--- config.mk ---
export PLATFORM = sky130hd
export DESIGN_NAME = active_latched_config_readback
export DESIGN_NICKNAME = d
export VERILOG_FILES = /design/src/rtl/readback_pkg.sv /design/src/rtl/capture_if.sv /design/src/rtl/active_latched_config_readback.sv /design/src/rtl/capture_reg.sv
export SDC_FILE = /design/constraint.sdc
export NUM_CORES = 1
export LEC_CHECK = 0
export ABC_AREA = 1
export ABC_CLOCK_PERIOD_IN_PS = 2600
export BUFFER_PORTS_ARGS = -buffer_cell sky130_fd_sc_hd__buf_2
export CAP_MARGIN = 20
export CORE_MARGIN = 2
export CORE_UTILIZATION = 55
export CTS_CLUSTER_SIZE = 12
export DETAILED_ROUTE_END_ITERATION = 16
export GPL_TIMING_DRIVEN = 0
export PLACE_DENSITY_LB_ADDON = 0.05
export SLEW_MARGIN = 20
export SYNTH_ARGS = -nofsm -noshare
export SYNTH_HDL_FRONTEND = slang
export SYNTH_SLANG_ARGS = --single-unit
--- constraint.sdc ---
create_clock -name sys_clk_i -period 2.6 [get_ports sys_clk_i]
set_input_delay 0.13 -clock sys_clk_i [delete_from_list [all_inputs] [get_ports sys_clk_i]]
set_output_delay 0.13 -clock sys_clk_i [all_outputs]
set_load 0.01 [all_outputs]
--- src/rtl/readback_pkg.sv ---
/*
  Constants shared by the configuration readback block: register offsets,
  field positions, reset values, range and mode codes and the valid delay.
  Assumes a single 250 MHz system clock.
*/
package readback_pkg;

  // ----------------------------------------------------------------------
  // Register offsets
  // ----------------------------------------------------------------------
  localparam logic [7:0] STAGED_RANGE_OFFSET = 8'h1D;
  localparam logic [7:0] ACTIVE_CONTROL_OFFSET = 8'h21;
  localparam logic [7:0] ACTIVE_RANGE_OFFSET = 8'h22;
  localparam logic [7:0] LATCHED_CONTROL_OFFSET = 8'h23;

  // ----------------------------------------------------------------------
  // Field positions
  // ----------------------------------------------------------------------
  localparam int SENSE_RANGE_CH1_LSB = 14;
  localparam int SENSE_RANGE_CH2_LSB = 12;
  localparam int SENSE_RANGE_CH3_LSB = 10;
  localparam int SENSE_RANGE_CH4_LSB = 8;
  localparam int BUS_RANGE_CH1_LSB = 6;
  localparam int BUS_RANGE_CH2_LSB = 4;
  localparam int BUS_RANGE_CH3_LSB = 2;
  localparam int BUS_RANGE_CH4_LSB = 0;
  localparam int SAMPLE_MODE_LSB = 12;
  localparam int PIN2_FUNCTION_LSB = 10;
  localparam int PIN1_FUNCTION_LSB = 8;
  localparam int CHANNEL_OFF_LSB = 4;

  // Implemented bits of the latched control image; bits 3-0 read as zero.
  localparam logic [15:0] LATCHED_CONTROL_MASK = 16'hFFF0;

  // ----------------------------------------------------------------------
  // Reset values
  // ----------------------------------------------------------------------
  localparam logic [15:0] ACTIVE_RANGE_RESET = 16'h0000;
  localparam logic [15:0] LATCHED_CONTROL_RESET = 16'h0700;

  // ----------------------------------------------------------------------
  // Codes
  // ----------------------------------------------------------------------
  typedef enum logic [1:0] {
    RANGE_UNIPOLAR = 2'h0,
    RANGE_BIPOLAR_FULL = 2'h1,
    RANGE_BIPOLAR_HALF = 2'h2,
    RANGE_RESERVED = 2'h3
  } range_code_t;

  localparam logic [3:0] MODE_SINGLE_SHOT = 4'h8;
  localparam logic [3:0] MODE_SINGLE_SHOT_8X = 4'h9;
  localparam logic [3:0] MODE_FAST = 4'hA;
  localparam logic [3:0] MODE_BURST = 4'hB;
  localparam logic [3:0] MODE_SLEEP = 4'hF;

  typedef enum logic [2:0] {
    SEL_CONTINUOUS_ADAPTIVE,
    SEL_CONTINUOUS,
    SEL_SINGLE_SHOT,
    SEL_SINGLE_SHOT_8X,
    SEL_FAST,
    SEL_BURST,
    SEL_SLEEP,
    SEL_RESERVED
  } mode_class_t;

  // ----------------------------------------------------------------------
  // Timing
  // ----------------------------------------------------------------------
  localparam int CLK_PERIOD_PS = 4000;
  localparam int VALID_DELAY_US = 1000;
  localparam int VALID_DELAY_CYCLES =
    VALID_DELAY_US * (1000000 / CLK_PERIOD_PS);

endpackage : readback_pkg
--- src/rtl/capture_if.sv ---
/*
  Interface between the readback block and one capture register: load
  strobe, data to capture and the held image.
  Assumes the owner and the user run on the same clock.
*/
`timescale 1ns/1ps
interface capture_if #(
  parameter int WIDTH = 16
);
  logic load;
  logic [WIDTH-1:0] data;
  logic [WIDTH-1:0] image;

  modport owner (input load, input data, output image);
  modport user (output load, output data, input image);
endinterface : capture_if

--- src/rtl/active_latched_config_readback.sv ---
/*
  Readback copies of the power monitor configuration: the active range
  register and the latched control register, with the valid timer that
  follows each refresh.
  Assumes the register port is driven by the management bus engine and
  that the refresh strobe is one cycle long for every refresh variant.
*/
// How it works
// RULE1 - Active ranges change only on refresh. A host write to ACTIVE_RANGE_OFFSET (8'h22) also loads them here.
// RULE2 - Copies valid 1 ms after any refresh.
// RULE3 - Sense range codes: unipolar, 100, 50, reserved.
// RULE4 - Sense fields at bits 15-8, channel one high.
// RULE5 - Bus range codes: unipolar, 9V, 4.5V, reserved.
// RULE6 - Bus fields at bits 7-0, channel one high.
// RULE7 - Every refresh latches control settings before it.
// RULE8 - Latched control invalid until first refresh.
// RULE9 - Latched control is read-only control image.
// RULE10 - Sampling mode decodes to exactly one mode.
// RULE11 - Writes to latched control change nothing.
`timescale 1ns/1ps
module active_latched_config_readback
  import readback_pkg::*;
#(
  parameter int VALID_DELAY = VALID_DELAY_CYCLES
) (
  input wire logic sys_clk_i,
  input wire logic rst_b_i,
  input wire logic refresh_i,
  input wire logic [15:0] staged_range_i,
  input wire logic [15:0] active_control_i,
  input wire logic [7:0] reg_addr_i,
  input wire logic reg_rd_i,
  input wire logic reg_wr_i,
  input wire logic [15:0] reg_wdata_i,
  output logic [15:0] reg_rdata_o,
  output logic reg_hit_o,
  output logic readback_valid_o,
  output logic latched_valid_o,
  output logic [1:0] sense_range_ch1_o,
  output logic [1:0] sense_range_ch2_o,
  output logic [1:0] sense_range_ch3_o,
  output logic [1:0] sense_range_ch4_o,
  output logic [1:0] bus_range_ch1_o,
  output logic [1:0] bus_range_ch2_o,
  output logic [1:0] bus_range_ch3_o,
  output logic [1:0] bus_range_ch4_o,
  output logic [1:0] range_reserved_o,
  output readback_pkg::mode_class_t latched_mode_class_o,
  output logic [1:0] pin2_function_select_o,
  output logic [1:0] pin1_function_select_o,
  output logic [3:0] channel_off_o
);
  import readback_pkg::*;

  typedef enum logic [1:0] {
    TIMER_IDLE,
    TIMER_WAIT,
    TIMER_DONE
  } timer_state_t;

  localparam int CNT_W = $clog2(VALID_DELAY + 1);
  localparam logic [CNT_W-1:0] CNT_LAST = CNT_W'(VALID_DELAY - 1);

  timer_state_t state;
  logic [CNT_W-1:0] count;
  logic seen_refresh;
  logic wr_active;
  logic [15:0] active_range;
  logic [15:0] latched_control;
  logic [3:0] mode;
  logic [15:0] next_rdata;

  capture_if #(.WIDTH(16)) range_cap ();
  capture_if #(.WIDTH(16)) control_cap ();

  // ----------------------------------------------------------------------
  // Capture registers
  // ----------------------------------------------------------------------
  assign wr_active = reg_wr_i && (reg_addr_i == ACTIVE_RANGE_OFFSET);
  // A refresh outranks a host write in the same cycle.
  assign range_cap.load = refresh_i || wr_active; // RULE1
  assign range_cap.data = refresh_i ? staged_range_i : reg_wdata_i; // RULE1
  assign active_range = range_cap.image;

  // Only a refresh loads the image; the write strobe never reaches it.
  assign control_cap.load = refresh_i; // RULE7 RULE11
  assign control_cap.data = active_control_i & LATCHED_CONTROL_MASK; // RULE9
  assign latched_control = control_cap.image;

  capture_reg #(
    .WIDTH(16),
    .RESET_VALUE(ACTIVE_RANGE_RESET)
  ) u_range_reg (
    .sys_clk_i(sys_clk_i),
    .rst_b_i(rst_b_i),
    .cap(range_cap.owner)
  );

  capture_reg #(
    .WIDTH(16),
    .RESET_VALUE(LATCHED_CONTROL_RESET)
  ) u_control_reg (
    .sys_clk_i(sys_clk_i),
    .rst_b_i(rst_b_i),
    .cap(control_cap.owner)
  );

  // ----------------------------------------------------------------------
  // Valid timer
  // ----------------------------------------------------------------------
  always_ff @(posedge sys_clk_i) begin
    if (!rst_b_i) begin
      state <= TIMER_IDLE;
      count <= '0;
    end else if (refresh_i) begin
      state <= TIMER_WAIT; // RULE2
      count <= '0;
    end else begin
      case (state)
        TIMER_WAIT: begin
          if (count == CNT_LAST) begin
            state <= TIMER_DONE; // RULE2
          end else begin
            count <= count + CNT_W'(1);
          end
        end
        TIMER_IDLE: begin
          state <= TIMER_IDLE;
        end
        TIMER_DONE: begin
          state <= TIMER_DONE;
        end
        default: begin
          state <= TIMER_IDLE;
        end
      endcase
    end
  end

  always_ff @(posedge sys_clk_i) begin
    if (!rst_b_i) begin
      seen_refresh <= 1'b0;
    end else if (refresh_i) begin
      seen_refresh <= 1'b1; // RULE8
    end
  end

  assign readback_valid_o = (state == TIMER_DONE); // RULE2
  assign latched_valid_o = readback_valid_o && seen_refresh; // RULE8

  // ----------------------------------------------------------------------
  // Field decode
  // ----------------------------------------------------------------------
  assign sense_range_ch1_o = active_range[SENSE_RANGE_CH1_LSB +: 2]; // RULE4
  assign sense_range_ch2_o = active_range[SENSE_RANGE_CH2_LSB +: 2]; // RULE4
  assign sense_range_ch3_o = active_range[SENSE_RANGE_CH3_LSB +: 2]; // RULE4
  assign sense_range_ch4_o = active_range[SENSE_RANGE_CH4_LSB +: 2]; // RULE4
  assign bus_range_ch1_o = active_range[BUS_RANGE_CH1_LSB +: 2]; // RULE6
  assign bus_range_ch2_o = active_range[BUS_RANGE_CH2_LSB +: 2]; // RULE6
  assign bus_range_ch3_o = active_range[BUS_RANGE_CH3_LSB +: 2]; // RULE6
  assign bus_range_ch4_o = active_range[BUS_RANGE_CH4_LSB +: 2]; // RULE6

  // Flags a reserved code in any sense or bus field.
  assign range_reserved_o[1] = // RULE3
    (sense_range_ch1_o == RANGE_RESERVED) ||
    (sense_range_ch2_o == RANGE_RESERVED) ||
    (sense_range_ch3_o == RANGE_RESERVED) ||
    (sense_range_ch4_o == RANGE_RESERVED);
  assign range_reserved_o[0] = // RULE5
    (bus_range_ch1_o == RANGE_RESERVED) ||
    (bus_range_ch2_o == RANGE_RESERVED) ||
    (bus_range_ch3_o == RANGE_RESERVED) ||
    (bus_range_ch4_o == RANGE_RESERVED);

  assign mode = latched_control[SAMPLE_MODE_LSB +: 4];
  assign pin2_function_select_o = latched_control[PIN2_FUNCTION_LSB +: 2];
  assign pin1_function_select_o = latched_control[PIN1_FUNCTION_LSB +: 2];
  assign channel_off_o = latched_control[CHANNEL_OFF_LSB +: 4];

  always_comb begin
    if (mode[3] == 1'b0) begin
      latched_mode_class_o = mode[2] ? SEL_CONTINUOUS
                                     : SEL_CONTINUOUS_ADAPTIVE; // RULE10
    end else begin
      case (mode)
        MODE_SINGLE_SHOT: latched_mode_class_o = SEL_SINGLE_SHOT; // RULE10
        MODE_SINGLE_SHOT_8X: latched_mode_class_o = SEL_SINGLE_SHOT_8X;
        MODE_FAST: latched_mode_class_o = SEL_FAST;
        MODE_BURST: latched_mode_class_o = SEL_BURST;
        MODE_SLEEP: latched_mode_class_o = SEL_SLEEP; // RULE10
        default: latched_mode_class_o = SEL_RESERVED;
      endcase
    end
  end

  // ----------------------------------------------------------------------
  // Register read port
  // ----------------------------------------------------------------------
  always_comb begin
    case (reg_addr_i)
      ACTIVE_RANGE_OFFSET: next_rdata = active_range;
      LATCHED_CONTROL_OFFSET: next_rdata = latched_control; // RULE9
      default: next_rdata = 16'h0000;
    endcase
  end

  assign reg_hit_o = (reg_addr_i == ACTIVE_RANGE_OFFSET) ||
                     (reg_addr_i == LATCHED_CONTROL_OFFSET);

  always_ff @(posedge sys_clk_i) begin
    if (!rst_b_i) begin
      reg_rdata_o <= 16'h0000;
    end else if (reg_rd_i) begin
      reg_rdata_o <= next_rdata;
    end
  end

endmodule : active_latched_config_readback

--- src/rtl/capture_reg.sv ---
/*
  A capture register: takes the offered data on a load strobe and holds it.
  Assumes a synchronous active-low reset on the system clock.
*/
`timescale 1ns/1ps
module capture_reg #(
  parameter int WIDTH = 16,
  parameter logic [WIDTH-1:0] RESET_VALUE = '0
) (
  input wire logic sys_clk_i,
  input wire logic rst_b_i,
  capture_if.owner cap
);

  always_ff @(posedge sys_clk_i) begin
    if (!rst_b_i) begin
      cap.image <= RESET_VALUE;
    end else if (cap.load) begin
      cap.image <= cap.data;
    end
  end

endmodule : capture_reg

; ---- After elaboration in Yosys (flattened, before gate mapping)
; Cells that the tools add are included.
; Widths: inputs -> output; s select.
[op_classes]
addsub = 1
n_eq_ne = 20
reduce_logical = 12
bitwise_logic = 2
n_mux = 8
[op_table]
columns = op, n
row1 = $pmux 16 s2, 1
row2 = $eq 4x4->1 const B, 5
row3 = $add 18x1->18 const B, 1
row4 = $eq 18x18->1 const B, 1
row5 = $eq 2x2->1 const B, 9
row6 = $eq 8x6->1 const B, 2
row7 = $mux 16, 1
row8 = $pmux 3 s5, 1
row9 = $logic_or 1x1->1, 8
row10 = $pmux 2 s2, 1
row11 = $mux 3, 1
row12 = $ne 3x3->1 const B, 1
row13 = $eq 2x1->1 const B, 1
row14 = $logic_and 1x1->1, 2
row15 = $mux 1, 2
row16 = $mux 2, 1
row17 = $ne 2x2->1 const B, 1
row18 = $not 1->1, 2
row19 = $reduce_and 2->1, 1
row20 = $reduce_or 2->1, 1
[totals]
out_inout_bits = 48
register_bits = 65

; ---- Depth between registers and ports, before layout
[logic_depth]
word_depth = 4
ltp_mapped = 11

; ---- Hierarchy
; Synthesis repeated with hierarchy kept, for this count alone.
[hier_totals]
hier_cells = 605
area_unflattened_um2 = 3768.6
[modules_own_cells]
columns = mod, n_inst, cells_each, seq_area_each_um2, area_per_inst_um2
row1 = active_latched_config_readback, 1, 408, 740.7, 2428.6
row2 = capture_reg at u_range_reg, 1, 101, 320.3, 674.4
row3 = capture_reg at u_control_reg, 1, 96, 320.3, 665.6

; ---- Worst setup path before layout
; OpenSTA, ideal clock, no wires.
[synth_path]
path_type = register to register
start = register count[0]
end = register count[14]
n_path_buf = 1
setup_time_ns = 0.124
t_arrival_ns = 1.376
required_time_ns = 2.476
path_slack_ns = 1.100
stages_incl_launch_ff = 12
path_cell_list = dfxtp_1 > ha_1 > nand2_2 > clkinv_1 > nand2_2 > nor2_4 > nand3_4 > nand2_8 > inv_6 > buf_6 > nand2_1 > a21oi_2
[synth_via]
elab_chain_len = 3
[synth_lines]
columns = element, line
row1 = "start, declared", active_latched_config_readback.sv:65  ; logic [CNT_W-1:0] count;
row2 = "start signal, assigned", active_latched_config_readback.sv:124  ; count <= count + CNT_W'(1);
row3 = branches (longest 3 deep; another with $add 18x1->18), --
; Several ways; the timed one is not identified.
; A chain may end at the register's enable or synchronous reset.

; ---- Worst setup path in the final report
[layout_path]
start = register count[0]
end = register count[9]
; The elaborated chain is that of the path after synthesis.

==> impl_metrics.yaml <==
synthesis:
  yosysSeqAreaShare: 0.375
  synth.distinct_cells: 30
  ys_ff_latch: 65
  syn-cell-area_mm2: 0.00347
  synth_largest_area_cell: "dfxtp_1"
  syn-mean-instance-area_um2: 6.59
  synthTopCellsByArea: "dfxtp_1, nand2_1, nor2_1, nand3_1, a21oi_1"
  synth-compound-area-share: 0.0971
  postSynthCellCount: 526
  synth_top_area_frac: 0.375
  synth_xor_xnor_area_share: 0.0278
  syn_nets: 590
  synth_top_family_by_area: "simple AND/OR/NAND/NOR gates"
  yosys.area_share.simple: 0.391
  synth_fa_ha_area_frac: 0.0108
  synth_mux_area_frac: 0
  yosysWarnings: 0
worst_hold_path:
  hold_start: "active_control_i[11]"
  worstHoldPathType: "primary input to flip-flop"
  min_to: "u_control_reg.cap.image[11]"
  min_path_cells: 3
critical_path:
  r2r-end: "count[9]"
  startpoint_type: "flip-flop"
  cp_slowest_cell: "dfxtp_1"
  cp_common_cell: "nand2_2"
  path_delay_family: "simple AND/OR/NAND/NOR gates"
  required_ns: 2.82
  slowest_delay_ns: 0.43
  worstRegToRegCells: 11
  cp_num_buf_inv: 3
  timing.rr.start: "count[0]"
  crit_path_cell_trace: "ha_1 > nand2_2 > clkinv_1 > nand2_2 > nor2_4 > nand3_4 > nand2_8 > inv_6 > buf_6 > nand2_1 > a21oi_2"
  path_class: "flip-flop to flip-flop"
  crit_arrival_ns: 1.92
  cp-end-kind: "flip-flop"
  r2r_setup_slack_ns: 0.91
  crit_fanout: 10
power_and_ir_drop:
  finalPower_w: 0.00228
  p_leak_nw: 2.08
  ir_drop_uv: 354
  powerDensity_mw_per_mm2: 529
layout:
  drive_gt1_frac: 0.252
  fin_nets: 707
  final_core_util: 0.720
  synthToLayoutAreaGrowth_pct: 24.4
  antenna_cells: 0
  stdcell_area_mm2: 0.00431
  fill_cells: 549
status:
  status: "completed"
job:
  max_cap_violations: 0
place:
  dp_hpwl_mm: 6.84
  port_buffers: 103
  placed_area_mm2: 0.00408
  finalWeightedCongestion: 0.922
floorplanning:
  die_area_mm2: 0.00695
  num_rows: 28
  initial_core_util: 0.579
  die_width_um: 83.4
  ioPinCount: 109
  dieHeight_um: 83.4
  core_mm2: 0.00599
drt:
  first_pass_iters: 5
  routed_via_density: 5.07
  drt-initial-drc-count: 196
  wl_per_cell_um: 12.5
  drtAntennaViolNets: 0
  wirelength_mm: 9.02
  drc: 0
  vias: 3668
sta:
  finalMaxSlewViolations: 0
  rsz0062_at_grt: "no"
  hold_violations: 0
  finalCritPeriodShare: 0.651
  fin_skew_ns: 0.0111
  worstMarginPinSlew_ns: 0.476
  clock.fmax_ghz: 0.591
  setup_viol_count_final: 0
  finalSetupTns_ns: 0
  relSlewSlack: 0.683
  min_period_ns: 1.69
global_routing:
  grt_pass1_vias: 3272
  antenna_found_initial: 0
  overflow: 0
  grt_usage: 0.267
  grt_max_degree: 11
  grt_pass1_wl_mm: 15.1
cts:
  clkLatencyLatePin_ns: 0.35
  cts_tree: "done"
  root_buffer: "clkbuf_8"
  htree_levels: 3
  postCtsSetupRepairBufs: 0
  cts_made_buffers: 9
  clk_pin_slew_worst_paths_ns: 0.07
  cts.path.max_buffers: 2
  clkSinkCount: 65
## cells in the final DEF, fill, tap and decap left out
cell           netlist  layout
nand2_1            187     187
buf_2                6     109
nor2_1              67      67
dfxtp_1             65      65
nand3_1             44      44
inv_1               36      36
a21oi_1             31      31
o21ai_0             17      17
clkbuf_1            12      14
clkbuf_8             0      12
a21oi_2             11      11
buf_4                9       9
xor2_1               6       6
nand4_1              5       5
xnor2_1              5       5
nand2_2              4       4
ha_1                 3       3
dlygate4sd3_1        0       3
inv_2                2       2
nor3_2               2       2
nor2_2               2       2
buf_6                2       2
nand3b_1             1       1
nor3_4               1       1
or2_2                1       1
clkinv_1             1       1
nor2_4               1       1
nand3_4              1       1
nand2_8              1       1
inv_6                1       1
buf_12               1       1
nand4_2              1       1
clkinv_2             0       1
bufinv_16            0       1
## stage by stage
step	setup WS [ns]	hold slack (ns)	std cells
after floorplan	1.10	0.256	526
after global placement	0.953	0.346	704
after detailed placement	0.906	0.353	704
after CTS	0.901	0.00310	723
after global routing	0.760	0.0185	723
final	0.907	0.0141	723
## layer usage
metal  GRT usage  wire [µm]
met1       0.390       4280
met2       0.388       3830
met3      0.0437        759
met4       0.107        163
met5           0          0
## power breakdown
part	leakage, nW	switching [W]	internal, W
registers	0.533	0.0000380	0.00104
clock network	0.107	0.000375	0.000521
logic	1.44	0.000176	0.000134
total	2.08	0.000588	0.00169
## registers in the layout, summed over array words and instances, names as in the netlist
signal and flops:
state 2, seen_refresh 1, u_range_reg.cap.image 16, u_control_reg.cap.image 12, count 18, reg_rdata_o 16
## synth_stat cells, drive strengths merged
master and number:
o21ai 17, clkinv 1, or2 1, nor3 3, xnor2 5, a21oi 42
nor2 70, xor2 6, nand3b 1, ha 3, inv 39, nand4 6
nand3 45, dfxtp 65, nand2 192, buf 18, clkbuf 12
## how the worst max path moves through the flow
stage / start / end / cells past startpoint
6_report: count[0] / count[9] / 11
5_1_grt: count[0] / count[9] / 11
4_1_cts: count[0] / count[9] / 11
3_5_place_dp: count[0] / count[8] / 11
3_3_place_gp: count[0] / count[16] / 11
2_1_floorplan: count[0] / count[14] / 11
## cell families (layout without fill, tap and decap cells)
group | count (synthesis) | count (layout)
fa+ha+maj | 3 | 3
buf+inv | 70 | 192
simple gates | 318 | 318
xor+xnor | 11 | 11
flops | 65 | 65
compound gates | 59 | 59
## worst reg2reg max path, delay by kind of cell, from the launching register on
kind | cells | cell delay [ns]
buf+inv | 3 | 0.28
compound gates | 1 | 0.04
simple gates | 6 | 0.58
flops | 1 | 0.43
fa+ha+maj | 1 | 0.24
## cell type report
cell class                      count  area, µm²  share of cell area
Timing Repair Buffer              106        546               0.126
Clock inverter                      2       35.0             0.00812
Clock buffer                       14        173              0.0400
Tap cell                           75       93.8              0.0218
Inverter                           40        155              0.0360
Sequential cell                    65       1300               0.302
Buffer                             30        185              0.0429
Multi-Input combinational cell    391       1820               0.423
## repair_timing
| action | CTS | global route |
|---|---|---|
| resized for setup | 0 | 0 |
| setup endpoints to repair | 0 | 0 |
| hold buffers | 3 | 0 |
| endpoints found under the hold margin | 3 | 0 |
(Power assumes the default switching activity.)
